$ cat config.mk
export PLATFORM = sky130hd
export DESIGN_NAME = rx_irq_mask_and_loop_code_regs
export DESIGN_NICKNAME = d
export VERILOG_FILES = /design/src/design/rx_irq_pkg.sv /design/src/design/loop_code_detector.sv /design/src/design/rx_irq_mask_and_loop_code_regs.sv
export SDC_FILE = /design/constraint.sdc
export NUM_CORES = 1
export LEC_CHECK = 0
export BUFFER_PORTS_ARGS = -buffer_cell sky130_fd_sc_hd__buf_2
export CAP_MARGIN = 5
export CORE_MARGIN = 1
export CORE_UTILIZATION = 51
export CTS_BUF_LIST = sky130_fd_sc_hd__clkbuf_4 sky130_fd_sc_hd__clkbuf_8 sky130_fd_sc_hd__clkbuf_16
export DETAILED_ROUTE_END_ITERATION = 16
export PLACE_DENSITY = 0.83
export RECOVER_POWER = 50
export SYNTH_ARGS = -nofsm -noshare
export SYNTH_HDL_FRONTEND = slang
export SYNTH_SLANG_ARGS = --single-unit
$ cat constraint.sdc
create_clock -name sys_clk_i -period 3.84 [get_ports sys_clk_i]
set_input_delay 0.384 -clock sys_clk_i [delete_from_list [all_inputs] [get_ports sys_clk_i]]
set_output_delay 0.384 -clock sys_clk_i [all_outputs]
set_load 0.01 [all_outputs]
$ cat src/design/rx_irq_pkg.sv
// Register map, field positions and constants for the receive interrupt enable block
package rx_irq_pkg;
  localparam logic [7:0] ELASTIC_TIMER_EN_OFS = 8'ha3;
  localparam logic [7:0] HDLC_EN_OFS = 8'ha4;
  localparam logic [7:0] BOC_FDL_EN_OFS = 8'ha6;
  localparam logic [7:0] SIG_CH1_8_OFS = 8'ha8;
  localparam logic [7:0] SIG_CH9_16_OFS = 8'ha9;
  localparam logic [7:0] SIG_CH17_24_OFS = 8'haa;
  localparam logic [7:0] SIG_CH25_32_OFS = 8'hab;
  localparam logic [7:0] LOOP_UP_LO_OFS = 8'hac;
  localparam logic [7:0] LOOP_UP_HI_OFS = 8'had;
  localparam logic [7:0] LOOP_DOWN_LO_OFS = 8'hae;
  localparam logic [7:0] CONTROL_OFS = 8'hc0;
  localparam logic [7:0] STATUS_OFS = 8'hc1;
  localparam logic [7:0] LATCHED_OFS = 8'hc2;
  localparam logic [7:0] SUMMARY_OFS = 8'hc3;
  localparam logic [7:0] ELASTIC_TIMER_VALID = 8'hef;
  localparam logic [7:0] HDLC_VALID = 8'h3f;
  localparam logic [7:0] BOC_FDL_T1_VALID = 8'h3f;
  localparam logic [7:0] SA_E1_VALID = 8'h03;
  localparam logic [7:0] REG_RESET = 8'h00;
  localparam int SIG_CHANGE_BIT = 3;
  localparam int CTRL_E1_BIT = 0;
  localparam int CTRL_LEN_LSB = 1;
  localparam int SUM_ELASTIC_BIT = 3;
  localparam int SUM_HDLC_BIT = 4;
  localparam int SUM_BOC_BIT = 6;
  localparam int CHANNELS = 32;
  localparam int T1_CHANNELS = 24;
  localparam int CODE_LEN_W = 4;
  localparam logic [3:0] CODE_LEN_RESET = 4'h5;
  localparam int INTEGRATION_CYCLES = 48;
endpackage

$ cat src/design/loop_code_detector.sv
// Repeating loop-up pattern detector with restartable integration period
`timescale 1ns/10ps
module loop_code_detector
  import rx_irq_pkg::*;
#(
  parameter int INTEGRATE = INTEGRATION_CYCLES
) (
  input wire logic sys_clk_i,
  input wire logic arst_n_i,
  input wire logic enable_i,
  input wire logic restart_i,
  input wire logic bit_valid_i,
  input wire logic bit_i,
  input wire logic [3:0] code_len_i,
  input wire logic [15:0] pattern_i,
  output logic loop_up_seen_o
);
  logic [15:0] history;
  logic [15:0] cmp_mask;
  logic [15:0] expected;
  logic [15:0] match_run;
  logic [4:0] len;
  logic [3:0] lag;
  logic [15:0] recent;
  logic hit;
  logic steady;

  always_comb begin
    len = (code_len_i == 4'h0) ? 5'd16 : {1'b0, code_len_i};
    lag = 4'(len - 5'd1);
    cmp_mask = 16'hffff << (5'd16 - len);
    // The newest L bits sit under the pattern, the oldest of them against bit 15
    recent = history << (5'd16 - len);
    // Pattern bit 15 (first register bit 7) leads; lengths up to 8 never reach the second register
    expected = pattern_i & cmp_mask;
    hit = ((recent & cmp_mask) == expected);
    // Once aligned, a stream that repeats every L bits stays in step in every phase
    steady = (bit_i == history[lag]);
  end

  always_ff @(posedge sys_clk_i or negedge arst_n_i) begin
    if (!arst_n_i) begin
      history <= 16'h0000;
    end else if (bit_valid_i) begin
      history <= {history[14:0], bit_i};
    end
  end

  // Any code write or leaving T1 starts integration afresh
  always_ff @(posedge sys_clk_i or negedge arst_n_i) begin
    if (!arst_n_i) begin
      match_run <= 16'h0000;
    end else if (restart_i || !enable_i) begin
      match_run <= 16'h0000;
    end else if (bit_valid_i) begin
      if ((match_run == 16'h0000) ? !hit : !steady) begin
        match_run <= 16'h0000;
      end else if (match_run != 16'hffff) begin
        match_run <= match_run + 16'h0001;
      end
    end
  end

  always_ff @(posedge sys_clk_i or negedge arst_n_i) begin
    if (!arst_n_i) begin
      loop_up_seen_o <= 1'b0;
    end else begin
      loop_up_seen_o <= enable_i && !restart_i && (match_run >= 16'(INTEGRATE));
    end
  end
endmodule

$ cat src/design/rx_irq_mask_and_loop_code_regs.sv
// Receive interrupt enables, signaling change enables and loop-up code registers
//
// The implementer's own choice: register access over APB.
`timescale 1ns/10ps
module rx_irq_mask_and_loop_code_regs
  import rx_irq_pkg::*;
#(
  parameter int INTEGRATE = INTEGRATION_CYCLES
) (
  input wire logic sys_clk_i,
  input wire logic arst_n_i,
  input wire logic psel_i,
  input wire logic penable_i,
  input wire logic pwrite_i,
  input wire logic [11:0] paddr_i,
  input wire logic [31:0] pwdata_i,
  input wire logic [3:0] pstrb_i,
  output logic [31:0] prdata_o,
  output logic pready_o,
  output logic pslverr_o,
  input wire logic [7:0] elastic_timer_event_i,
  input wire logic [5:0] hdlc_event_i,
  input wire logic [5:0] boc_fdl_event_i,
  input wire logic sa_six_codeword_i,
  input wire logic [7:0] sa_bit_change_i,
  input wire logic [7:0] sa_bit_position_mask_i,
  input wire logic [CHANNELS-1:0] sig_change_i,
  input wire logic rx_bit_valid_i,
  input wire logic rx_bit_i,
  output logic [7:0] rx_irq_source_summary_o,
  output logic loop_up_seen_o,
  output logic irq_request_o
);
  logic [7:0] rx_elastic_timer_irq_enable;
  logic [7:0] rx_hdlc_irq_enable;
  logic [7:0] rx_boc_fdl_irq_enable;
  logic [7:0] sig_change_enable [4];
  logic [7:0] loop_up_pattern_lo;
  logic [7:0] loop_up_pattern_hi;
  logic [7:0] loop_down_pattern_lo;
  logic e1_mode;
  logic [3:0] code_len;
  logic [7:0] rx_latched_status_four;
  logic [7:0] hdlc_latched;
  logic [7:0] boc_latched;
  logic [7:0] boc_events;
  logic [7:0] elastic_events;
  logic [CHANNELS-1:0] ch_enabled;
  logic [CHANNELS-1:0] ch_allowed;
  logic [7:0] next_summary;
  logic [7:0] wbyte;
  logic [7:0] addr8;
  logic wr_en;
  logic rd_en;
  logic mapped;
  logic code_write;
  logic loop_up_raw;
  logic loop_up_prev;
  logic [31:0] next_rdata;
  logic rd_latched;
  logic rd_status;

  assign addr8 = paddr_i[9:2];
  assign wbyte = pstrb_i[0] ? pwdata_i[7:0] : 8'h00;
  assign wr_en = psel_i && penable_i && pwrite_i && pready_o && mapped && pstrb_i[0];
  assign rd_en = psel_i && penable_i && !pwrite_i && pready_o;

  // A read clears only the flags it returned; one that lands after the data was taken survives
  assign rd_latched = rd_en && (addr8 == LATCHED_OFS);
  assign rd_status = rd_en && (addr8 == STATUS_OFS);

  // Upper address bits must be zero; only the listed words answer without error
  always_comb begin
    case (addr8)
      ELASTIC_TIMER_EN_OFS, HDLC_EN_OFS, BOC_FDL_EN_OFS, SIG_CH1_8_OFS, SIG_CH9_16_OFS,
      SIG_CH17_24_OFS, SIG_CH25_32_OFS, LOOP_UP_LO_OFS, LOOP_UP_HI_OFS, LOOP_DOWN_LO_OFS,
      CONTROL_OFS, STATUS_OFS, LATCHED_OFS, SUMMARY_OFS: mapped = (paddr_i[11:10] == 2'b00);
      default: mapped = 1'b0;
    endcase
  end

  // Any pattern write, loop-down included, starts the loop-up integration over
  assign code_write = wr_en && (addr8 == LOOP_UP_LO_OFS || addr8 == LOOP_UP_HI_OFS
                      || addr8 == LOOP_DOWN_LO_OFS);

  // One-wait-state slave: pready is high in the second access cycle
  always_ff @(posedge sys_clk_i or negedge arst_n_i) begin
    if (!arst_n_i) begin
      pready_o <= 1'b0;
    end else begin
      pready_o <= psel_i && penable_i && !pready_o;
    end
  end

  // Unmapped words answer with an error in the same cycle as pready, the second access cycle
  always_ff @(posedge sys_clk_i or negedge arst_n_i) begin
    if (!arst_n_i) begin
      pslverr_o <= 1'b0;
    end else begin
      pslverr_o <= psel_i && penable_i && !pready_o && !mapped;
    end
  end

  // Each enable register is its own flop group; only its word address loads it
  always_ff @(posedge sys_clk_i or negedge arst_n_i) begin
    if (!arst_n_i) begin
      rx_elastic_timer_irq_enable <= REG_RESET;
    end else if (wr_en && addr8 == ELASTIC_TIMER_EN_OFS) begin
      rx_elastic_timer_irq_enable <= wbyte & ELASTIC_TIMER_VALID;
    end
  end

  always_ff @(posedge sys_clk_i or negedge arst_n_i) begin
    if (!arst_n_i) begin
      rx_hdlc_irq_enable <= REG_RESET;
    end else if (wr_en && addr8 == HDLC_EN_OFS) begin
      rx_hdlc_irq_enable <= wbyte & HDLC_VALID;
    end
  end

  // One word serves both line modes; the summary picks the bits that mean something
  always_ff @(posedge sys_clk_i or negedge arst_n_i) begin
    if (!arst_n_i) begin
      rx_boc_fdl_irq_enable <= REG_RESET;
    end else if (wr_en && addr8 == BOC_FDL_EN_OFS) begin
      rx_boc_fdl_irq_enable <= wbyte & BOC_FDL_T1_VALID;
    end
  end

  always_ff @(posedge sys_clk_i or negedge arst_n_i) begin
    if (!arst_n_i) begin
      loop_up_pattern_lo <= REG_RESET;
    end else if (wr_en && addr8 == LOOP_UP_LO_OFS) begin
      loop_up_pattern_lo <= wbyte;
    end
  end

  always_ff @(posedge sys_clk_i or negedge arst_n_i) begin
    if (!arst_n_i) begin
      loop_up_pattern_hi <= REG_RESET;
    end else if (wr_en && addr8 == LOOP_UP_HI_OFS) begin
      loop_up_pattern_hi <= wbyte;
    end
  end

  // Loop-down pattern is kept for software only; no detector reads it
  always_ff @(posedge sys_clk_i or negedge arst_n_i) begin
    if (!arst_n_i) begin
      loop_down_pattern_lo <= REG_RESET;
    end else if (wr_en && addr8 == LOOP_DOWN_LO_OFS) begin
      loop_down_pattern_lo <= wbyte;
    end
  end

  // Leaving T1 also holds the loop-up detector idle
  always_ff @(posedge sys_clk_i or negedge arst_n_i) begin
    if (!arst_n_i) begin
      e1_mode <= 1'b0;
    end else if (wr_en && addr8 == CONTROL_OFS) begin
      e1_mode <= wbyte[CTRL_E1_BIT];
    end
  end

  always_ff @(posedge sys_clk_i or negedge arst_n_i) begin
    if (!arst_n_i) begin
      code_len <= CODE_LEN_RESET;
    end else if (wr_en && addr8 == CONTROL_OFS) begin
      code_len <= wbyte[CTRL_LEN_LSB +: CODE_LEN_W];
    end
  end

  // One byte per eight channels, lowest channel in bit 0
  genvar g;
  generate
    for (g = 0; g < 4; g++) begin : g_sig_en
      always_ff @(posedge sys_clk_i or negedge arst_n_i) begin
        if (!arst_n_i) begin
          sig_change_enable[g] <= REG_RESET;
        end else if (wr_en && addr8 == SIG_CH1_8_OFS + 8'(g)) begin
          sig_change_enable[g] <= wbyte;
        end
      end
      assign ch_enabled[g*8 +: 8] = sig_change_enable[g];
    end
  endgenerate

  // Channels 25..32 exist only on an E1 line
  assign ch_allowed = e1_mode ? ch_enabled : {8'h00, ch_enabled[T1_CHANNELS-1:0]};

  // Sa change counts only positions whose mask bit is clear
  always_comb begin
    boc_events = {2'b00, boc_fdl_event_i};
    if (e1_mode) begin
      boc_events = {6'h00, sa_six_codeword_i, |(sa_bit_change_i & ~sa_bit_position_mask_i)};
    end
  end

  always_comb begin
    elastic_events = elastic_timer_event_i & ELASTIC_TIMER_VALID;
    elastic_events[SIG_CHANGE_BIT] = elastic_timer_event_i[SIG_CHANGE_BIT]
                                     | (|(sig_change_i & ch_allowed));
  end

  // Flags latch regardless of interrupt enables (a channel's signaling change needs its channel enable); an event in the clearing cycle wins
  always_ff @(posedge sys_clk_i or negedge arst_n_i) begin
    if (!arst_n_i) begin
      rx_latched_status_four <= REG_RESET;
    end else if (rd_latched) begin
      rx_latched_status_four <= (rx_latched_status_four & ~prdata_o[7:0]) | elastic_events;
    end else begin
      rx_latched_status_four <= rx_latched_status_four | elastic_events;
    end
  end

  // HDLC and BOC flags share one status word and clear together
  always_ff @(posedge sys_clk_i or negedge arst_n_i) begin
    if (!arst_n_i) begin
      hdlc_latched <= REG_RESET;
    end else if (rd_status) begin
      hdlc_latched <= (hdlc_latched & ~prdata_o[7:0]) | {2'b00, hdlc_event_i};
    end else begin
      hdlc_latched <= hdlc_latched | {2'b00, hdlc_event_i};
    end
  end

  always_ff @(posedge sys_clk_i or negedge arst_n_i) begin
    if (!arst_n_i) begin
      boc_latched <= REG_RESET;
    end else if (rd_status) begin
      boc_latched <= (boc_latched & ~prdata_o[15:8]) | boc_events;
    end else begin
      boc_latched <= boc_latched | boc_events;
    end
  end

  loop_code_detector #(
    .INTEGRATE(INTEGRATE)
  ) u_loop_up (
    .sys_clk_i(sys_clk_i),
    .arst_n_i(arst_n_i),
    .enable_i(!e1_mode),
    .restart_i(code_write),
    .bit_valid_i(rx_bit_valid_i),
    .bit_i(rx_bit_i),
    .code_len_i(code_len),
    .pattern_i({loop_up_pattern_lo, loop_up_pattern_hi}),
    .loop_up_seen_o(loop_up_raw)
  );

  // Registered again so the pin comes from a flop of this module
  always_ff @(posedge sys_clk_i or negedge arst_n_i) begin
    if (!arst_n_i) begin
      loop_up_seen_o <= 1'b0;
    end else begin
      loop_up_seen_o <= loop_up_raw;
    end
  end

  always_ff @(posedge sys_clk_i or negedge arst_n_i) begin
    if (!arst_n_i) begin
      loop_up_prev <= 1'b0;
    end else begin
      loop_up_prev <= loop_up_raw;
    end
  end

  // Only enabled flags reach the summary and the request line
  always_comb begin
    next_summary = 8'h00;
    next_summary[SUM_ELASTIC_BIT] = |(rx_latched_status_four & rx_elastic_timer_irq_enable);
    next_summary[SUM_HDLC_BIT] = |(hdlc_latched & rx_hdlc_irq_enable);
    if (e1_mode) begin
      next_summary[SUM_BOC_BIT] = |(boc_latched & rx_boc_fdl_irq_enable & SA_E1_VALID);
    end else begin
      next_summary[SUM_BOC_BIT] = |(boc_latched & rx_boc_fdl_irq_enable & BOC_FDL_T1_VALID);
    end
  end

  // Registered so the summary and the request never glitch while flags settle
  always_ff @(posedge sys_clk_i or negedge arst_n_i) begin
    if (!arst_n_i) begin
      rx_irq_source_summary_o <= 8'h00;
    end else begin
      rx_irq_source_summary_o <= next_summary;
    end
  end

  always_ff @(posedge sys_clk_i or negedge arst_n_i) begin
    if (!arst_n_i) begin
      irq_request_o <= 1'b0;
    end else begin
      irq_request_o <= |next_summary;
    end
  end

  // Unused upper lanes read as zero
  always_comb begin
    next_rdata = 32'h0000_0000;
    case (addr8)
      ELASTIC_TIMER_EN_OFS: next_rdata[7:0] = rx_elastic_timer_irq_enable;
      HDLC_EN_OFS: next_rdata[7:0] = rx_hdlc_irq_enable;
      BOC_FDL_EN_OFS: next_rdata[7:0] = rx_boc_fdl_irq_enable;
      SIG_CH1_8_OFS: next_rdata[7:0] = sig_change_enable[0];
      SIG_CH9_16_OFS: next_rdata[7:0] = sig_change_enable[1];
      SIG_CH17_24_OFS: next_rdata[7:0] = sig_change_enable[2];
      SIG_CH25_32_OFS: next_rdata[7:0] = sig_change_enable[3];
      LOOP_UP_LO_OFS: next_rdata[7:0] = loop_up_pattern_lo;
      LOOP_UP_HI_OFS: next_rdata[7:0] = loop_up_pattern_hi;
      LOOP_DOWN_LO_OFS: next_rdata[7:0] = loop_down_pattern_lo;
      CONTROL_OFS: next_rdata[7:0] = {loop_up_prev, 2'b00, code_len, e1_mode};
      STATUS_OFS: next_rdata[15:0] = {boc_latched, hdlc_latched};
      LATCHED_OFS: next_rdata[7:0] = rx_latched_status_four;
      SUMMARY_OFS: next_rdata[7:0] = rx_irq_source_summary_o;
      default: next_rdata = 32'h0000_0000;
    endcase
  end

  // Taken in the first access cycle and held through the ready edge, where flags clear
  always_ff @(posedge sys_clk_i or negedge arst_n_i) begin
    if (!arst_n_i) begin
      prdata_o <= 32'h0000_0000;
    end else if (psel_i && penable_i && !pready_o && !pwrite_i) begin
      prdata_o <= next_rdata;
    end
  end
endmodule

==> impl_metrics.csv <==
group,metric,value,unit
min_path,holdPathStages,2,
timing,hold_violations,0,
clock_network,cts_inserted_buffers,17,
clock_network,htreeDepth,4,
power_and_ir_drop,leakage,4.75,nW
drt,drt-initial-drc-count,797,
place,dp_hpwl,18200,um
timing,fin_crit_sh,0.937,
finish,antenna_cells,0,
clock_network,cts_tree,"built",
die,die_h,136,um
finish,area_growth,15.9,%
timing,fmax,0.278,GHz
setup_path,rr_startpoint,"code_len[1]$_DFFE_PN0P_",
setup_path,worst_setup_path_start_kind,"flop",
yosys,synth.yosys.seq_area_share,0.441,
global_route,grt_overflow,0,
yosys,post_synth_inst_count,914,
setup_path,max_stage_delay,0.41,ns
finish,final_layout_size_suffix_gt1_frac,0.256,
die,io_pins,168,
power_and_ir_drop,powerDensity,418,nW/um2
timing,tightest_slew,2.96,ns
yosys,synth.avg_cell_area,9.95,um2
drt,routedWlPerCell,19.9,um
clock_network,cts_sinks,160,
drt,postRouteAntennaNets,0,
finish,nets,1163,
timing,skew,0.0124,ns
yosys,synth_cell_type_count,75,
setup_path,cp_slowest_cell,"or3b_1",
setup_path,cp.required,4.17,ns
yosys,ys_ff_latch,160,
yosys,synth_enable_flop_cells,0,
setup_path,worstPathMaxFanout,14,
yosys,syn-cell-area,9090,um2
timing,max_slew_margin,-0.971,
place,io_buffers,116,
drt,drc_errors,0,
clock_network,cts.clk_slew.worst_paths,0.07,ns
die,die_w,136,um
place,dp_slack,0.107,ns
setup_path,reg2reg_slack,0.24,ns
power_and_ir_drop,ir_drop,0.345,mV
die,rows,48,
setup_path,r2r_cells,13,
setup_path,critical_path.cell_chain,"inv_1 > ha_1 > buf_4 > or3b_1 > a21boi_0 > mux2i_1 > xor2_1 > o21ai_0 > a31o_1 > o31a_1 > o22a_1 > a21o_4 > o32ai_1",
global_route,grt_antenna_before_repair,0,
timing,setup_tns,0,ns
drt,routed_via_density,6.21,
yosys,async_reset_ff_frac,1.00,
setup_path,r2r_end,"u_loop_up.match_run[1]$_DFFE_PN0P_",
finish,finish.utilization,0.607,
outcome,status,"finished, violations left",
drt,wirelength,25300,um
global_route,grt_pass1_vias,7408,
place,gp_congestion,0.965,
drt,dr.pass1.iters,6,
outcome,violations,"capacitance limit, slew limit",
global_route,grt_max_degree,119,
yosys,yosysWarnings,0,
die,start_util,0.524,
min_path,worstHoldStart,"elastic_timer_event_i[0]",
flow_run,drv_cap,2,
timing,setup_ws,0.243,ns
timing,setup_violations,0,
timing,slew_violations,119,
setup_path,timing.critical_path.to_type,"flop",
min_path,min_to,"rx_latched_status_four[0]$_DFF_PN0_",
clock_network,post-cts-setup-buffers,0,
min_path,min_path_type,"in -> reg",
drt,num_vias,7888,
global_route,grt_pass1_wl,40100,um
timing,rsz0062_at_grt,"no",
clock_network,cts_buffer_depth,2,
die,dieArea,18400,um2
setup_path,path_class,"reg -> reg",
clock_network,root_buffer,"clkbuf_16",
yosys,synth_flop_cell,"dfrtp_1",
die,core-area,17400,um2
global_route,track_usage,0.289,
setup_path,critical_path_arrival,3.93,ns
timing,period_minus_slack,3.60,ns
clock_network,clk_latency,0.43,ns
[kinds of logic (layout without fill, tap and decap cells)]
kind of cell    count (synthesis)  count (layout)  synth area share
mux                            93              93             0.127
buf+inv                        93             204            0.0504
xor+xnor                       25              25            0.0241
compound gates                228             228             0.177
flops                         160             160             0.441
simple gates                  307             307             0.171
other cells                     1              21          0.000412
fa+ha+maj                       7               7           0.00963
[cells in the mapped netlist, types with 13 or more instances]
cell / instances / area, um2
nand3_1: 24 / 120
inv_1: 23 / 86.3
nor2_1: 47 / 176
mux2i_1: 21 / 210
nand2_1: 128 / 480
a31oi_1: 16 / 100
a22o_1: 14 / 123
mux2_2: 60 / 676
a21o_1: 13 / 97.6
dfrtp_1: 158 / 3950
a22oi_1: 24 / 180
nand2b_1: 16 / 100
xor2_1: 14 / 123
buf_4: 23 / 173
a21oi_1: 19 / 95.1
nor3_1: 17 / 85.1
clkbuf_1: 31 / 116
o21ai_0: 62 / 310
[state kept, by name, indices dropped and copies added (netlist names)]
name                         cells
ch_enabled                      32
loop_up_prev                     1
rx_irq_source_summary_o          3
irq_request_o                    1
boc_latched                      8
code_len                         4
loop_up_pattern_hi               8
u_loop_up.loop_up_seen_o         1
u_loop_up.match_run             16
rx_latched_status_four           8
rx_elastic_timer_irq_enable      7
rx_boc_fdl_irq_enable            6
prdata_o                        16
rx_hdlc_irq_enable               6
loop_down_pattern_lo             8
hdlc_latched                     8
loop_up_pattern_lo               8
e1_mode                          1
pready_o                         1
u_loop_up.history               16
pslverr_o                        1
[worst max-delay path, delay by kind of cell, from the launching register on]
| kind | cells | cell delay [ns] |
|---|---|---|
| flops | 1 | 0.39 |
| buf+inv | 2 | 0.31 |
| mux | 1 | 0.22 |
| compound gates | 7 | 1.78 |
| simple gates | 1 | 0.41 |
| xor+xnor | 1 | 0.16 |
| fa+ha+maj | 1 | 0.22 |
[placed cells by master, fill, tap and decap left out, drive strengths merged, types with 6 or more instances in the layout]
master	synthesis	routed
dfrtp	158	158
buf	38	144
nand2	128	128
o21ai	62	62
mux2	60	60
nor2	47	47
inv	24	30
a22oi	24	24
nand3	24	24
clkbuf	31	22
mux2i	21	21
conb	1	21
a21oi	19	19
nor3	18	18
a31oi	16	16
nand2b	16	16
xor2	14	14
a22o	14	14
a21o	13	13
o211ai	13	13
mux4	12	12
a221oi	12	12
and2	12	12
xnor2	11	11
o22ai	9	9
or4bb	9	9
nand4	8	8
a21boi	7	7
nor4	7	7
ha	7	7
and3	6	6
[final cells by class]
type	count	area [um2]
multi-input cells	681	4720
clock buffers	18	433
clock inverters	14	196
repair buffers	148	813
inverters	24	90.1
flip-flops and latches	160	4010
well taps	225	282
fillers	1427	6810
[worst max-delay path by stage]
| stage | start | slack, ns | cells after the start | end |
|---|---|---|---|---|
| after floorplan | code_len[0]$_DFFE_PN1P_ | 0.04 | 15 | u_loop_up.match_run[14]$_DFFE_PN0P_ |
| after global placement | code_len[0]$_DFFE_PN1P_ | 0.19 | 14 | u_loop_up.match_run[1]$_DFFE_PN0P_ |
| final | code_len[1]$_DFFE_PN0P_ | 0.24 | 13 | u_loop_up.match_run[1]$_DFFE_PN0P_ |
| after global routing | code_len[0]$_DFFE_PN1P_ | 0.03 | 14 | u_loop_up.match_run[1]$_DFFE_PN0P_ |
| after CTS | code_len[1]$_DFFE_PN0P_ | 0.08 | 14 | u_loop_up.match_run[1]$_DFFE_PN0P_ |
| after detailed placement | code_len[1]$_DFFE_PN0P_ | 0.11 | 14 | u_loop_up.match_run[1]$_DFFE_PN0P_ |
[per-stage QoR]
step | hold WS (ns) | area [um2] | std cells | power, mW
after floorplan | 0.0884 | 9170 | 934 | 2.38
after global placement | 0.348 | 9920 | 1238 | 2.59
after detailed placement | 0.350 | 9920 | 1238 | 2.62
after CTS | 0.116 | 10500 | 1270 | 4.41
after global routing | 0.118 | 10500 | 1270 | 4.58
final | 0.120 | 10500 | 1270 | 4.41
[power breakdown]
group / total (mW) / leakage (nW) / internal, mW / switching, mW
Clock: 1.81 / 0.302 / 1.05 / 0.757
Combinational: 0.734 / 2.37 / 0.357 / 0.377
Sequential: 1.87 / 2.08 / 1.77 / 0.0994
[metal layers]
metal  up-vias  part of all wire  track usage  wire length [um]
met5         -                 0            0                 0
met4         0             0.027        0.119               680
met3        61             0.097       0.0677              2470
met2       428              0.46        0.436             11700
met1      3827              0.41        0.399             10500
li1       3572                 -            -                 -
[what timing repair did]
action	in CTS	in global routing
resized for setup	0	3
hold buffers	0	0
setup endpoints to repair	0	14
Note: power is estimated with default switching activity, not from simulation.
